File: config.mk
export PLATFORM = sky130hd
export DESIGN_NAME = alu_exec
export DESIGN_NICKNAME = d
export VERILOG_FILES = /design/src/rtl/alu_pkg.sv /design/src/rtl/alu_div_unit.sv /design/src/rtl/alu_exec.sv
export SDC_FILE = /design/constraint.sdc
export NUM_CORES = 2
export LEC_CHECK = 0
export BUFFER_PORTS_ARGS = -buffer_cell sky130_fd_sc_hd__buf_2
export CORE_ASPECT_RATIO = 0.7
export CORE_MARGIN = 2
export CORE_UTILIZATION = 26
export CTS_CLUSTER_DIAMETER = 100
export DETAILED_ROUTE_END_ITERATION = 8
export HOLD_SLACK_MARGIN = 0.15
export PLACE_DENSITY_LB_ADDON = 0.08
export SLEW_MARGIN = 25
export SYNTH_ARGS = -nofsm -noshare
export SYNTH_HDL_FRONTEND = slang
export SYNTH_SLANG_ARGS = --single-unit
File: constraint.sdc
create_clock -name i_clk -period 164.9 [get_ports i_clk]
set_clock_uncertainty 0.1 [all_clocks]
set_input_delay 32.98 -clock i_clk [delete_from_list [all_inputs] [get_ports i_clk]]
set_output_delay 32.98 -clock i_clk [all_outputs]
set_load 0.02 [all_outputs]
File: src/rtl/alu_pkg.sv
// Purpose: shared constants for the subtract, multiply, divide and compare datapath
// Assumes: 16-bit words, bit 0 of the instruction is the most significant bit
// Notes: execution times are in nanoseconds and turn into cycle counts at 100 MHz
package alu_pkg;
    // ----------------------------------------------------------------
    // word and clock
    // ----------------------------------------------------------------
    localparam int WORD_W = 16;
    localparam int CLK_PERIOD_NS = 10;
    localparam logic [15:0] MOST_NEGATIVE = 16'h8000;
    localparam logic [15:0] SIGN_MASK = 16'h8000;
    localparam logic [15:0] PC_STEP_2 = 16'h0002;
    localparam logic [15:0] PC_STEP_3 = 16'h0003;
    localparam logic [15:0] PC_STEP_4 = 16'h0004;

    // ----------------------------------------------------------------
    // operation codes handed in by the sequencer
    // ----------------------------------------------------------------
    typedef enum logic [3:0] {
        subtract_short_displaced = 4'h0,
        subtract_short_indexed = 4'h1,
        subtract_reg_reg = 4'h2,
        subtract_reg_reg_branch = 4'h3,
        multiply_short_displaced = 4'h4,
        multiply_reg_reg = 4'h5,
        divide_short_indexed = 4'h6,
        divide_reg_reg = 4'h7,
        compare_long_branch = 4'h8,
        compare_displaced_branch = 4'h9,
        compare_indexed_branch = 4'ha,
        move_and_clear_overflow = 4'hb,
        negate_reg_reg = 4'hc,
        negate_reg_reg_branch = 4'hd
    } op_e;

    // ----------------------------------------------------------------
    // instruction encodings (top two nibbles)
    // ----------------------------------------------------------------
    localparam logic [7:0] ENC_SUB_INDEXED = 8'hf9;
    localparam logic [7:0] ENC_SUB_REG = 8'h69;
    localparam logic [7:0] ENC_MUL_DISPLACED = 8'hb0;
    localparam logic [7:0] ENC_MUL_REG = 8'h20;
    localparam logic [7:0] ENC_DIV_INDEXED = 8'hb9;
    localparam logic [7:0] ENC_CMP_LONG = 8'hc7;

    // ----------------------------------------------------------------
    // execution times in ns
    // ----------------------------------------------------------------
    localparam int T_SUB_SHORT_NS = 1870;
    localparam int T_SUB_REG_NS = 800;
    localparam int T_SUB_BRANCH_NS = 1600;
    localparam int T_MUL_REG_NS = 6670;
    localparam int T_MUL_DISP_NS = 7210;
    localparam int T_DIV_INDEXED_NS = 11400;
    localparam int T_DIV_REG_NS = 11000;
    localparam int T_CMP_LONG_NS = 4530;
    localparam int T_CMP_SHORT_NS = 4000;
    localparam int T_MOVE_OVF_NS = 800;
    localparam int T_NEG_NS = 800;
    localparam int T_NEG_BRANCH_NS = 1600;
endpackage

File: src/rtl/alu_div_unit.sv
// Purpose: signed 32 by 16 divide with quotient overflow detection
// Assumes: operands stable while i_start is seen
// Notes: combinational; the caller registers the results
`timescale 1ns/10ps
module alu_div_unit
(
    input wire logic [31:0] i_dividend,
    input wire logic [15:0] i_divisor,
    output logic [15:0] o_quotient,
    output logic [15:0] o_remainder,
    output logic o_overflow
);
    logic [31:0] mag_dividend;
    logic [15:0] mag_divisor;
    logic [31:0] mag_quot;
    logic [15:0] mag_rem;
    logic [16:0] shifted_high;
    logic q_neg;

    // ----------------------------------------------------------------
    // magnitude divide and sign restore
    // ----------------------------------------------------------------
    always_comb
    begin
        mag_dividend = i_dividend[31] ? 32'(-i_dividend) : i_dividend;
        mag_divisor = i_divisor[15] ? 16'(-i_divisor) : i_divisor;
        q_neg = i_dividend[31] ^ i_divisor[15];
        if (mag_divisor == 16'h0000)
        begin
            mag_quot = 32'h0000_0000;
            mag_rem = 16'h0000;
        end
        else
        begin
            mag_quot = mag_dividend / {16'h0000, mag_divisor};
            mag_rem = 16'(mag_dividend % {16'h0000, mag_divisor});
        end
        o_quotient = q_neg ? 16'(-mag_quot) : mag_quot[15:0];
        o_quotient[15] = q_neg;
        o_remainder = i_dividend[31] ? 16'(-mag_rem) : mag_rem;
    end

    // ----------------------------------------------------------------
    // overflow: sign versus next bit, then shifted high half magnitude
    // ----------------------------------------------------------------
    always_comb
    begin
        shifted_high = mag_dividend[31:15];
        o_overflow = (i_dividend[31] != i_dividend[30])
            || (shifted_high >= {1'b0, mag_divisor});
    end
endmodule

File: src/rtl/alu_exec.sv
// Purpose: execution datapath for subtract, multiply, divide, compare and negate
// Assumes: sequencer supplies operands, accepts a one-cycle done with results
// Notes: operation time is modelled by a busy countdown per instruction
`timescale 1ns/10ps

module alu_exec
#(
    parameter int CLK_NS = alu_pkg::CLK_PERIOD_NS
)
(
    input wire logic i_clk,
    input wire logic i_srst,
    input wire logic i_start,
    input wire logic [3:0] i_op,
    input wire logic [15:0] i_instr,
    input wire logic [15:0] i_acc,
    input wire logic [15:0] i_partner,
    input wire logic [15:0] i_second,
    input wire logic [15:0] i_mem,
    input wire logic [15:0] i_pc,
    input wire logic [15:0] i_ea,
    input wire logic [15:0] i_word2,
    input wire logic [15:0] i_word3,
    input wire logic [15:0] i_word4,
    input wire logic i_carry_in,
    input wire logic i_carry_valid,
    output logic o_busy,
    output logic o_done,
    output logic o_acc_we,
    output logic [3:0] o_acc_addr,
    output logic [15:0] o_acc_data,
    output logic o_partner_we,
    output logic [3:0] o_partner_addr,
    output logic [15:0] o_partner_data,
    output logic o_pc_we,
    output logic [15:0] o_pc,
    output logic o_overflow,
    output logic o_carry_save,
    output logic o_illegal
);
    // ----------------------------------------------------------------
    // cycle counts derived from documented times, rounded up
    // ----------------------------------------------------------------
    localparam int C_SUB_SHORT = (alu_pkg::T_SUB_SHORT_NS + CLK_NS - 1) / CLK_NS;
    localparam int C_SUB_REG = (alu_pkg::T_SUB_REG_NS + CLK_NS - 1) / CLK_NS;
    localparam int C_SUB_BRANCH = (alu_pkg::T_SUB_BRANCH_NS + CLK_NS - 1) / CLK_NS;
    localparam int C_MUL_REG = (alu_pkg::T_MUL_REG_NS + CLK_NS - 1) / CLK_NS;
    localparam int C_MUL_DISP = (alu_pkg::T_MUL_DISP_NS + CLK_NS - 1) / CLK_NS;
    localparam int C_DIV_IDX = (alu_pkg::T_DIV_INDEXED_NS + CLK_NS - 1) / CLK_NS;
    localparam int C_DIV_REG = (alu_pkg::T_DIV_REG_NS + CLK_NS - 1) / CLK_NS;
    localparam int C_CMP_LONG = (alu_pkg::T_CMP_LONG_NS + CLK_NS - 1) / CLK_NS;
    localparam int C_CMP_SHORT = (alu_pkg::T_CMP_SHORT_NS + CLK_NS - 1) / CLK_NS;
    localparam int C_MOVE_OVF = (alu_pkg::T_MOVE_OVF_NS + CLK_NS - 1) / CLK_NS;
    localparam int C_NEG = (alu_pkg::T_NEG_NS + CLK_NS - 1) / CLK_NS;
    localparam int C_NEG_BRANCH = (alu_pkg::T_NEG_BRANCH_NS + CLK_NS - 1) / CLK_NS;

    typedef enum logic [1:0] {
        st_idle = 2'b00,
        st_run = 2'b01,
        st_done = 2'b11
    } state_e;

    state_e state;
    logic [11:0] count;
    logic [3:0] op;
    logic [3:0] acc_addr;
    logic [15:0] acc_v;
    logic [15:0] partner_v;
    logic [15:0] operand;
    logic [15:0] pc_v;
    logic [15:0] ea_v;
    logic [15:0] w2;
    logic [15:0] w3;
    logic [15:0] w4;
    logic [16:0] diff_full;
    logic [15:0] diff;
    logic sub_ovf;
    logic [31:0] product;
    logic [15:0] neg;
    logic [15:0] div_quot;
    logic [15:0] div_rem;
    logic div_ovf;
    logic [11:0] next_count;
    logic encoding_ok;

    // ----------------------------------------------------------------
    // shared arithmetic
    // ----------------------------------------------------------------
    assign diff_full = {1'b0, acc_v} - {1'b0, operand};
    assign diff = diff_full[15:0];
    assign sub_ovf = (diff[15] == operand[15]) && (diff[15] != acc_v[15]);
    assign product = 32'($signed(operand) * $signed(partner_v));
    assign neg = 16'(~operand + 16'h0001);

    alu_div_unit u_div
    (
        .i_dividend({acc_v, partner_v}),
        .i_divisor(operand),
        .o_quotient(div_quot),
        .o_remainder(div_rem),
        .o_overflow(div_ovf)
    );

    // ----------------------------------------------------------------
    // execution length per operation
    // ----------------------------------------------------------------
    always_comb
    begin
        case (alu_pkg::op_e'(i_op))
            alu_pkg::subtract_short_displaced: next_count = 12'(C_SUB_SHORT);
            alu_pkg::subtract_short_indexed: next_count = 12'(C_SUB_SHORT);
            alu_pkg::subtract_reg_reg: next_count = 12'(C_SUB_REG);
            alu_pkg::subtract_reg_reg_branch: next_count = 12'(C_SUB_BRANCH);
            alu_pkg::multiply_short_displaced: next_count = 12'(C_MUL_DISP);
            alu_pkg::multiply_reg_reg: next_count = 12'(C_MUL_REG);
            alu_pkg::divide_short_indexed: next_count = 12'(C_DIV_IDX);
            alu_pkg::divide_reg_reg: next_count = 12'(C_DIV_REG);
            alu_pkg::compare_long_branch: next_count = 12'(C_CMP_LONG);
            alu_pkg::compare_displaced_branch: next_count = 12'(C_CMP_SHORT);
            alu_pkg::compare_indexed_branch: next_count = 12'(C_CMP_SHORT);
            alu_pkg::move_and_clear_overflow: next_count = 12'(C_MOVE_OVF);
            alu_pkg::negate_reg_reg: next_count = 12'(C_NEG);
            alu_pkg::negate_reg_reg_branch: next_count = 12'(C_NEG_BRANCH);
            default: next_count = 12'h001;
        endcase
    end

    // ----------------------------------------------------------------
    // encoding check for the documented fixed-field forms
    // ----------------------------------------------------------------
    always_comb
    begin
        case (alu_pkg::op_e'(i_op))
            alu_pkg::subtract_short_indexed: encoding_ok = i_instr[15:8] == alu_pkg::ENC_SUB_INDEXED;
            alu_pkg::subtract_reg_reg: encoding_ok = i_instr[15:8] == alu_pkg::ENC_SUB_REG;
            alu_pkg::multiply_short_displaced: encoding_ok = i_instr[15:8] == alu_pkg::ENC_MUL_DISPLACED;
            alu_pkg::multiply_reg_reg: encoding_ok = i_instr[15:8] == alu_pkg::ENC_MUL_REG;
            alu_pkg::divide_short_indexed: encoding_ok = i_instr[15:8] == alu_pkg::ENC_DIV_INDEXED;
            alu_pkg::compare_long_branch: encoding_ok = i_instr[15:8] == alu_pkg::ENC_CMP_LONG;
            default: encoding_ok = 1'b1;
        endcase
    end

    // ----------------------------------------------------------------
    // sequencing: capture, count down, report done for one cycle
    // ----------------------------------------------------------------
    always_ff @(posedge i_clk)
    begin
        if (i_srst)
        begin
            state <= st_idle;
            count <= 12'h000;
        end
        else
        begin
            case (state)
                st_idle:
                begin
                    if (i_start)
                    begin
                        state <= st_run;
                        count <= next_count;
                    end
                end
                st_run:
                begin
                    if (count <= 12'h001)
                        state <= st_done;
                    else
                        count <= count - 12'h001;
                end
                st_done: state <= st_idle;
                default: state <= st_idle;
            endcase
        end
    end

    // ----------------------------------------------------------------
    // operand capture at start
    // ----------------------------------------------------------------
    always_ff @(posedge i_clk)
    begin
        if (i_srst)
        begin
            op <= 4'h0;
            acc_addr <= 4'h0;
            acc_v <= 16'h0000;
            partner_v <= 16'h0000;
            operand <= 16'h0000;
            pc_v <= 16'h0000;
            ea_v <= 16'h0000;
            w2 <= 16'h0000;
            w3 <= 16'h0000;
            w4 <= 16'h0000;
            o_illegal <= 1'b0;
        end
        else if (state == st_idle && i_start)
        begin
            op <= i_op;
            acc_addr <= i_instr[7:4]; // bits 8-11, msb-first numbering
            acc_v <= i_acc;
            partner_v <= i_partner;
            // memory forms use the fetched word, register forms the second register
            case (alu_pkg::op_e'(i_op))
                alu_pkg::subtract_reg_reg,
                alu_pkg::subtract_reg_reg_branch,
                alu_pkg::multiply_reg_reg,
                alu_pkg::divide_reg_reg,
                alu_pkg::negate_reg_reg,
                alu_pkg::negate_reg_reg_branch: operand <= i_second;
                default: operand <= i_mem;
            endcase
            pc_v <= i_pc;
            ea_v <= i_ea;
            w2 <= i_word2;
            w3 <= i_word3;
            w4 <= i_word4;
            o_illegal <= ~encoding_ok;
        end
    end

    // ----------------------------------------------------------------
    // busy and done
    // ----------------------------------------------------------------
    always_ff @(posedge i_clk)
    begin
        if (i_srst)
        begin
            o_busy <= 1'b0;
            o_done <= 1'b0;
        end
        else
        begin
            o_busy <= (state == st_idle) ? i_start : (state == st_run);
            o_done <= (state == st_run) && (count <= 12'h001);
        end
    end

    // ----------------------------------------------------------------
    // register file write-back
    // ----------------------------------------------------------------
    always_ff @(posedge i_clk)
    begin
        if (i_srst)
        begin
            o_acc_we <= 1'b0;
            o_acc_addr <= 4'h0;
            o_acc_data <= 16'h0000;
            o_partner_we <= 1'b0;
            o_partner_addr <= 4'h0;
            o_partner_data <= 16'h0000;
        end
        else
        begin
            o_acc_we <= 1'b0;
            o_partner_we <= 1'b0;
            o_acc_addr <= acc_addr;
            o_partner_addr <= acc_addr | 4'h1;
            if (state == st_run && count <= 12'h001)
            begin
                case (alu_pkg::op_e'(op))
                    alu_pkg::subtract_short_displaced,
                    alu_pkg::subtract_short_indexed,
                    alu_pkg::subtract_reg_reg,
                    alu_pkg::subtract_reg_reg_branch:
                    begin
                        o_acc_we <= 1'b1;
                        o_acc_data <= diff;
                    end
                    alu_pkg::multiply_short_displaced,
                    alu_pkg::multiply_reg_reg:
                    begin
                        o_acc_we <= 1'b1;
                        if (acc_addr[0])
                            o_acc_data <= product[15:0];
                        else
                        begin
                            o_acc_data <= {product[31], product[30:16]};
                            o_partner_we <= 1'b1;
                            o_partner_data <= product[15:0];
                        end
                    end
                    alu_pkg::divide_short_indexed,
                    alu_pkg::divide_reg_reg:
                    begin
                        o_acc_we <= 1'b1;
                        o_acc_data <= div_rem;
                        o_partner_we <= 1'b1;
                        o_partner_data <= div_quot;
                    end
                    alu_pkg::move_and_clear_overflow:
                    begin
                        o_acc_we <= 1'b1;
                        o_acc_data <= {o_overflow, 14'h0000, o_carry_save};
                    end
                    alu_pkg::negate_reg_reg,
                    alu_pkg::negate_reg_reg_branch:
                    begin
                        o_acc_we <= 1'b1;
                        o_acc_data <= neg;
                    end
                    default: o_acc_we <= 1'b0;
                endcase
            end
        end
    end

    // ----------------------------------------------------------------
    // program register selection
    // ----------------------------------------------------------------
    always_ff @(posedge i_clk)
    begin
        if (i_srst)
        begin
            o_pc_we <= 1'b0;
            o_pc <= 16'h0000;
        end
        else
        begin
            o_pc_we <= 1'b0;
            if (state == st_run && count <= 12'h001)
            begin
                case (alu_pkg::op_e'(op))
                    alu_pkg::subtract_reg_reg_branch:
                    begin
                        o_pc_we <= 1'b1;
                        o_pc <= (diff != 16'h0000) ? ea_v : 16'(pc_v + alu_pkg::PC_STEP_2);
                    end
                    alu_pkg::negate_reg_reg_branch:
                    begin
                        o_pc_we <= 1'b1;
                        o_pc <= (neg != 16'h0000) ? ea_v : 16'(pc_v + alu_pkg::PC_STEP_2);
                    end
                    alu_pkg::compare_long_branch:
                    begin
                        o_pc_we <= 1'b1;
                        if (diff == 16'h0000)
                            o_pc <= w3;
                        else if (diff[15] ^ sub_ovf)
                            o_pc <= w4;
                        else
                            o_pc <= 16'(pc_v + alu_pkg::PC_STEP_4);
                    end
                    alu_pkg::compare_displaced_branch,
                    alu_pkg::compare_indexed_branch:
                    begin
                        o_pc_we <= 1'b1;
                        if (diff == 16'h0000)
                            o_pc <= w2;
                        else if (diff[15] ^ sub_ovf)
                            o_pc <= w3;
                        else
                            o_pc <= 16'(pc_v + alu_pkg::PC_STEP_3);
                    end
                    default: o_pc_we <= 1'b0;
                endcase
            end
        end
    end

    // ----------------------------------------------------------------
    // overflow latch and carry save
    // ----------------------------------------------------------------
    always_ff @(posedge i_clk)
    begin
        if (i_srst)
        begin
            o_overflow <= 1'b0;
            o_carry_save <= 1'b0;
        end
        else
        begin
            if (i_carry_valid)
                o_carry_save <= i_carry_in;
            if (state == st_run && count <= 12'h001)
            begin
                case (alu_pkg::op_e'(op))
                    alu_pkg::subtract_short_displaced,
                    alu_pkg::subtract_short_indexed,
                    alu_pkg::subtract_reg_reg,
                    alu_pkg::subtract_reg_reg_branch:
                    begin
                        if (sub_ovf)
                            o_overflow <= 1'b1;
                        o_carry_save <= ~diff_full[16];
                    end
                    alu_pkg::divide_short_indexed,
                    alu_pkg::divide_reg_reg:
                        if (div_ovf)
                            o_overflow <= 1'b1;
                    alu_pkg::negate_reg_reg,
                    alu_pkg::negate_reg_reg_branch:
                        if (operand == alu_pkg::MOST_NEGATIVE)
                            o_overflow <= 1'b1;
                    alu_pkg::move_and_clear_overflow: o_overflow <= 1'b0;
                    default: o_overflow <= o_overflow;
                endcase
            end
        end
    end
endmodule

==> implementation parameters <==
Parameter                              Value

GRT
  Global router's overall resource usage ... a little over a fifth
  Wire length of the first global-routing pass ... ~300000 um
  Number of antenna violations at the first check in global routing ... 10
  Overflow left after global routing ... 0
  Vias in the first global route ... 45240
  Maximum number of pins on one net before global-route repair ... slightly above 80

Logic synthesis
  Number of cells produced by synthesis ... between 6000 and 7000
  Synth Warn # ... 0
  Proportion of netlist area held by the largest area contributor ... about 14%
  Most repeated cell in the gate-level netlist after synthesis ... sky130_fd_sc_hd__nand2_1
  EDFF count, synth ... 0
  Top area cells in the synthesized netlist ... sky130_fd_sc_hd__ha_1, sky130_fd_sc_hd__fa_1, sky130_fd_sc_hd__dfxtp_1
  Number of flip-flops and latches in the synthesized netlist ... about 210
  Avg Inst Size Synth ... 7.328 um2
  Main flop type after synthesis ... sky130_fd_sc_hd__dfxtp_1
  Mapped cell area ... ~47000 um2
  Seq/Total Area, Yosys ... about 9%
  Distinct cell type count after synthesis ... around 130
  Top post-synthesis cells by count ... sky130_fd_sc_hd__nand2_1, sky130_fd_sc_hd__nor2_1, sky130_fd_sc_hd__a21oi_1, sky130_fd_sc_hd__ha_1, sky130_fd_sc_hd__inv_1
  Biggest area consumer among synthesized cells ... sky130_fd_sc_hd__ha_1
  Proportion of synthesized flip-flops having asynchronous set or reset ... 0%
  Post-Syn Nets ... between 7000 and 8000

Clock tree
  Clock edge transition at the registers on the reported setup and hold paths ... ~0.060 ns
  Post-CTS Setup Repair Bufs ... 0
  Clock Tree Root ... sky130_fd_sc_hd__clkbuf_16
  # hold bufs at CTS ... 0
  Clk buf depth ... 3
  Number of buffers created by CTS ... 30
  Gates resized, CTS repair ... 0
  H-tree depth reported by CTS ... 1
  Clk Latency, worst-skew pair ... ~0.64 ns
  Number of clock sinks ... around 210
  Clock tree from TritonCTS ... yes

Route
  Number of detailed-route iterations in the first pass ... 6
  Final WL ... between 150000 and 200000 um
  DR iter-0 viols ... 3556
  Total number of vias ... between 40000 and 50000
  Vias per cell ... 5.290
  Number of nets with antenna violations after detailed routing ... 0
  Routed WL per cell ... 22.38 um
  Number of design rule violations left after detail routing ... 0

STA
  Max-slew violation count ... 0
  Number of hold-slack violations in the final timing report ... 0
  Tcrit/Tclk final ... between 60% and 70%
  Worst-margin pin slew ... 1.116 ns
  Total negative setup slack ... 0 ns
  Setup repair after global routing missed its margin ... false
  Maximum frequency from static timing analysis ... roughly 8.7 MHz
  Remaining max-slew budget at the tightest pin ... roughly 25%
  Time the final worst path needs with I/O delays and setup ... roughly 120 ns
  Setup Viol. Count Final ... 0

Floorplan
  Starting density of the core ... 26.22%
  Overall die area ... roughly 180000 um2
  I/O pin count ... 233
  Number of standard-cell rows in the floorplan ... between 100 and 150
  Area of the core region ... roughly 180000 um2
  Horizontal die dimension ... 512.9 um
  Y dimension of the die ... around 360 um

Cells and area
  Post-layout net count ... roughly 7500
  Fraction of layout instances using a drive strength above 1 ... between 10% and 20%
  Area growth from synthesis to layout ... 10.49%
  Filler instances ... 19780
  Number of standard cells in the layout, taps in and fillers out ... a little under 9000

Critical path
  Largest fanout of any net on the critical path ... 36
  Crit path largest cell delay ... roughly 0.84 ns
  Worst Path Arrival ... between 100 and 150 ns
  Crit-path most repeated cell ... sky130_fd_sc_hd__o21a_1
  Launch point of the worst path ... operand[0]
  Number of buffer and inverter stages on the critical path ... 20
  Crit path capture type ... flip-flop
  CP max-delay cell ... sky130_fd_sc_hd__and4_1
  Kind of start point of the critical path ... flip-flop
  Start of the worst register-to-register path ... operand[0]
  Critical path type ... reg -> reg
  CP required ... about 170 ns
  Dominant delay contributor by cell family on the critical path ... compound AO/OA/AOI/OAI gates

Placed design
  Total half-perimeter wirelength after legalization and detailed placement ... between 150000 and 200000 um
  Total of buffers placed on input and output ports ... 228
  Placed cell count ... between 8000 and 9000
  Placer Congestion ... 0.8593

Job
  Number of violations of the max-capacitance limit ... 0

Worst hold path
  Hold/Removal Path Class ... reg -> reg
  Start point of the worst min-delay path ... acc_addr[2]

Outcome
  Result of the run ... complete, no violations
-- registers in the layout (all words and copies together) (netlist names), 2 cells and up --
signal,flops
acc_v,16
ea_v,16
o_acc_data,16
o_partner_data,16
o_pc,16
operand,16
partner_v,16
pc_v,16
w2,16
w3,16
w4,16
count,12
acc_addr,4
o_acc_addr,4
op,4
state,2
-- worst min-delay path, cell delays in order, from the launching register on --
cell and delay (ns):
sky130_fd_sc_hd__dfxtp_1 0.30, sky130_fd_sc_hd__nand2_1 0.05, sky130_fd_sc_hd__a21oi_1 0.05
-- routing by layer --
metal  global-route usage, %  routed length (um)  up-vias
met5                       0                  20        -
met4                   3.887                3901        4
met3                   1.813                9230      141
met2                   30.38               79940     1018
met1                   33.52              106200    22840
li1                        -                   -    23100
-- through the flow --
step	worst slack (ns)	utilization [%]	hold slack (ns)	cell area (um2)
2_1_floorplan	68.96	-	0.3318	47130
3_3_place_gp	51.09	28.37	0.3396	51000
3_5_place_dp	51.22	28.38	0.3428	51000
4_1_cts	50.66	28.97	0.3512	52060
5_1_grt	40.66	28.97	0.3695	52070
6_report	49.76	28.97	0.3498	52070
-- path summary, 6_finish.rpt --
| check | endpoint | slack (ns) | depth (start not counted) |
|---|---|---|---|
| worst max-delay path | o_partner_data[14] | 49.76 | 454 |
| worst min-delay path | acc_addr[2] | 0.35 | 2 |
| worst max register to register | o_partner_data[14] | 49.76 | 454 |
| worst min register to register | acc_addr[2] | 0.35 | 2 |
-- cells by family after synthesis --
family                   share of synthesized area, %
AND/OR/NAND/NOR                                 24.01
AO/OA/AOI/OAI                                   25.58
adder cells (fa/ha/maj)                         25.26
buffers and inverters                           5.721
XOR/XNOR                                        6.634
flip-flops                                      8.962
multiplexers                                    3.831
-- cells in the final DEF (no fill, tap or decap), types with 38 or more instances in the layout --
master and instances:
sky130_fd_sc_hd__a211oi_1 100, sky130_fd_sc_hd__a21o_1 123, sky130_fd_sc_hd__a21oi_1 559, sky130_fd_sc_hd__a31oi_1 48, sky130_fd_sc_hd__and2_1 116, sky130_fd_sc_hd__and3_1 38
sky130_fd_sc_hd__buf_2 227, sky130_fd_sc_hd__buf_4 105, sky130_fd_sc_hd__dfxtp_1 208, sky130_fd_sc_hd__fa_1 264, sky130_fd_sc_hd__ha_1 526, sky130_fd_sc_hd__inv_1 397
sky130_fd_sc_hd__mux2_2 90, sky130_fd_sc_hd__mux2i_1 68, sky130_fd_sc_hd__nand2_1 860, sky130_fd_sc_hd__nand2b_1 48, sky130_fd_sc_hd__nand3_1 121, sky130_fd_sc_hd__nand4_1 54
sky130_fd_sc_hd__nor2_1 575, sky130_fd_sc_hd__nor2b_1 57, sky130_fd_sc_hd__nor3_1 230, sky130_fd_sc_hd__o211ai_1 61, sky130_fd_sc_hd__o21a_1 199, sky130_fd_sc_hd__o21ai_0 218
sky130_fd_sc_hd__o21bai_1 47, sky130_fd_sc_hd__o31ai_1 111, sky130_fd_sc_hd__or2_2 80, sky130_fd_sc_hd__or3_1 62, sky130_fd_sc_hd__xnor2_1 229, sky130_fd_sc_hd__xor2_1 120
-- area by class of cell --
class	count	area (um2)	area share, %
repair buffers	333	1936	3.717
inverters	404	1516	2.912
multi-input cells	5524	40360	77.50
well taps	2376	2973	5.709
clock inverters	19	250.2	0.4805
clock buffers	35	810.8	1.557
diodes	2	5.005	0.009611
flip-flops and latches	211	4228	8.119
Power is left out: the tool's default activity adds up to more than one toggle a clock period on the data nets, which glitch-free logic cannot reach.
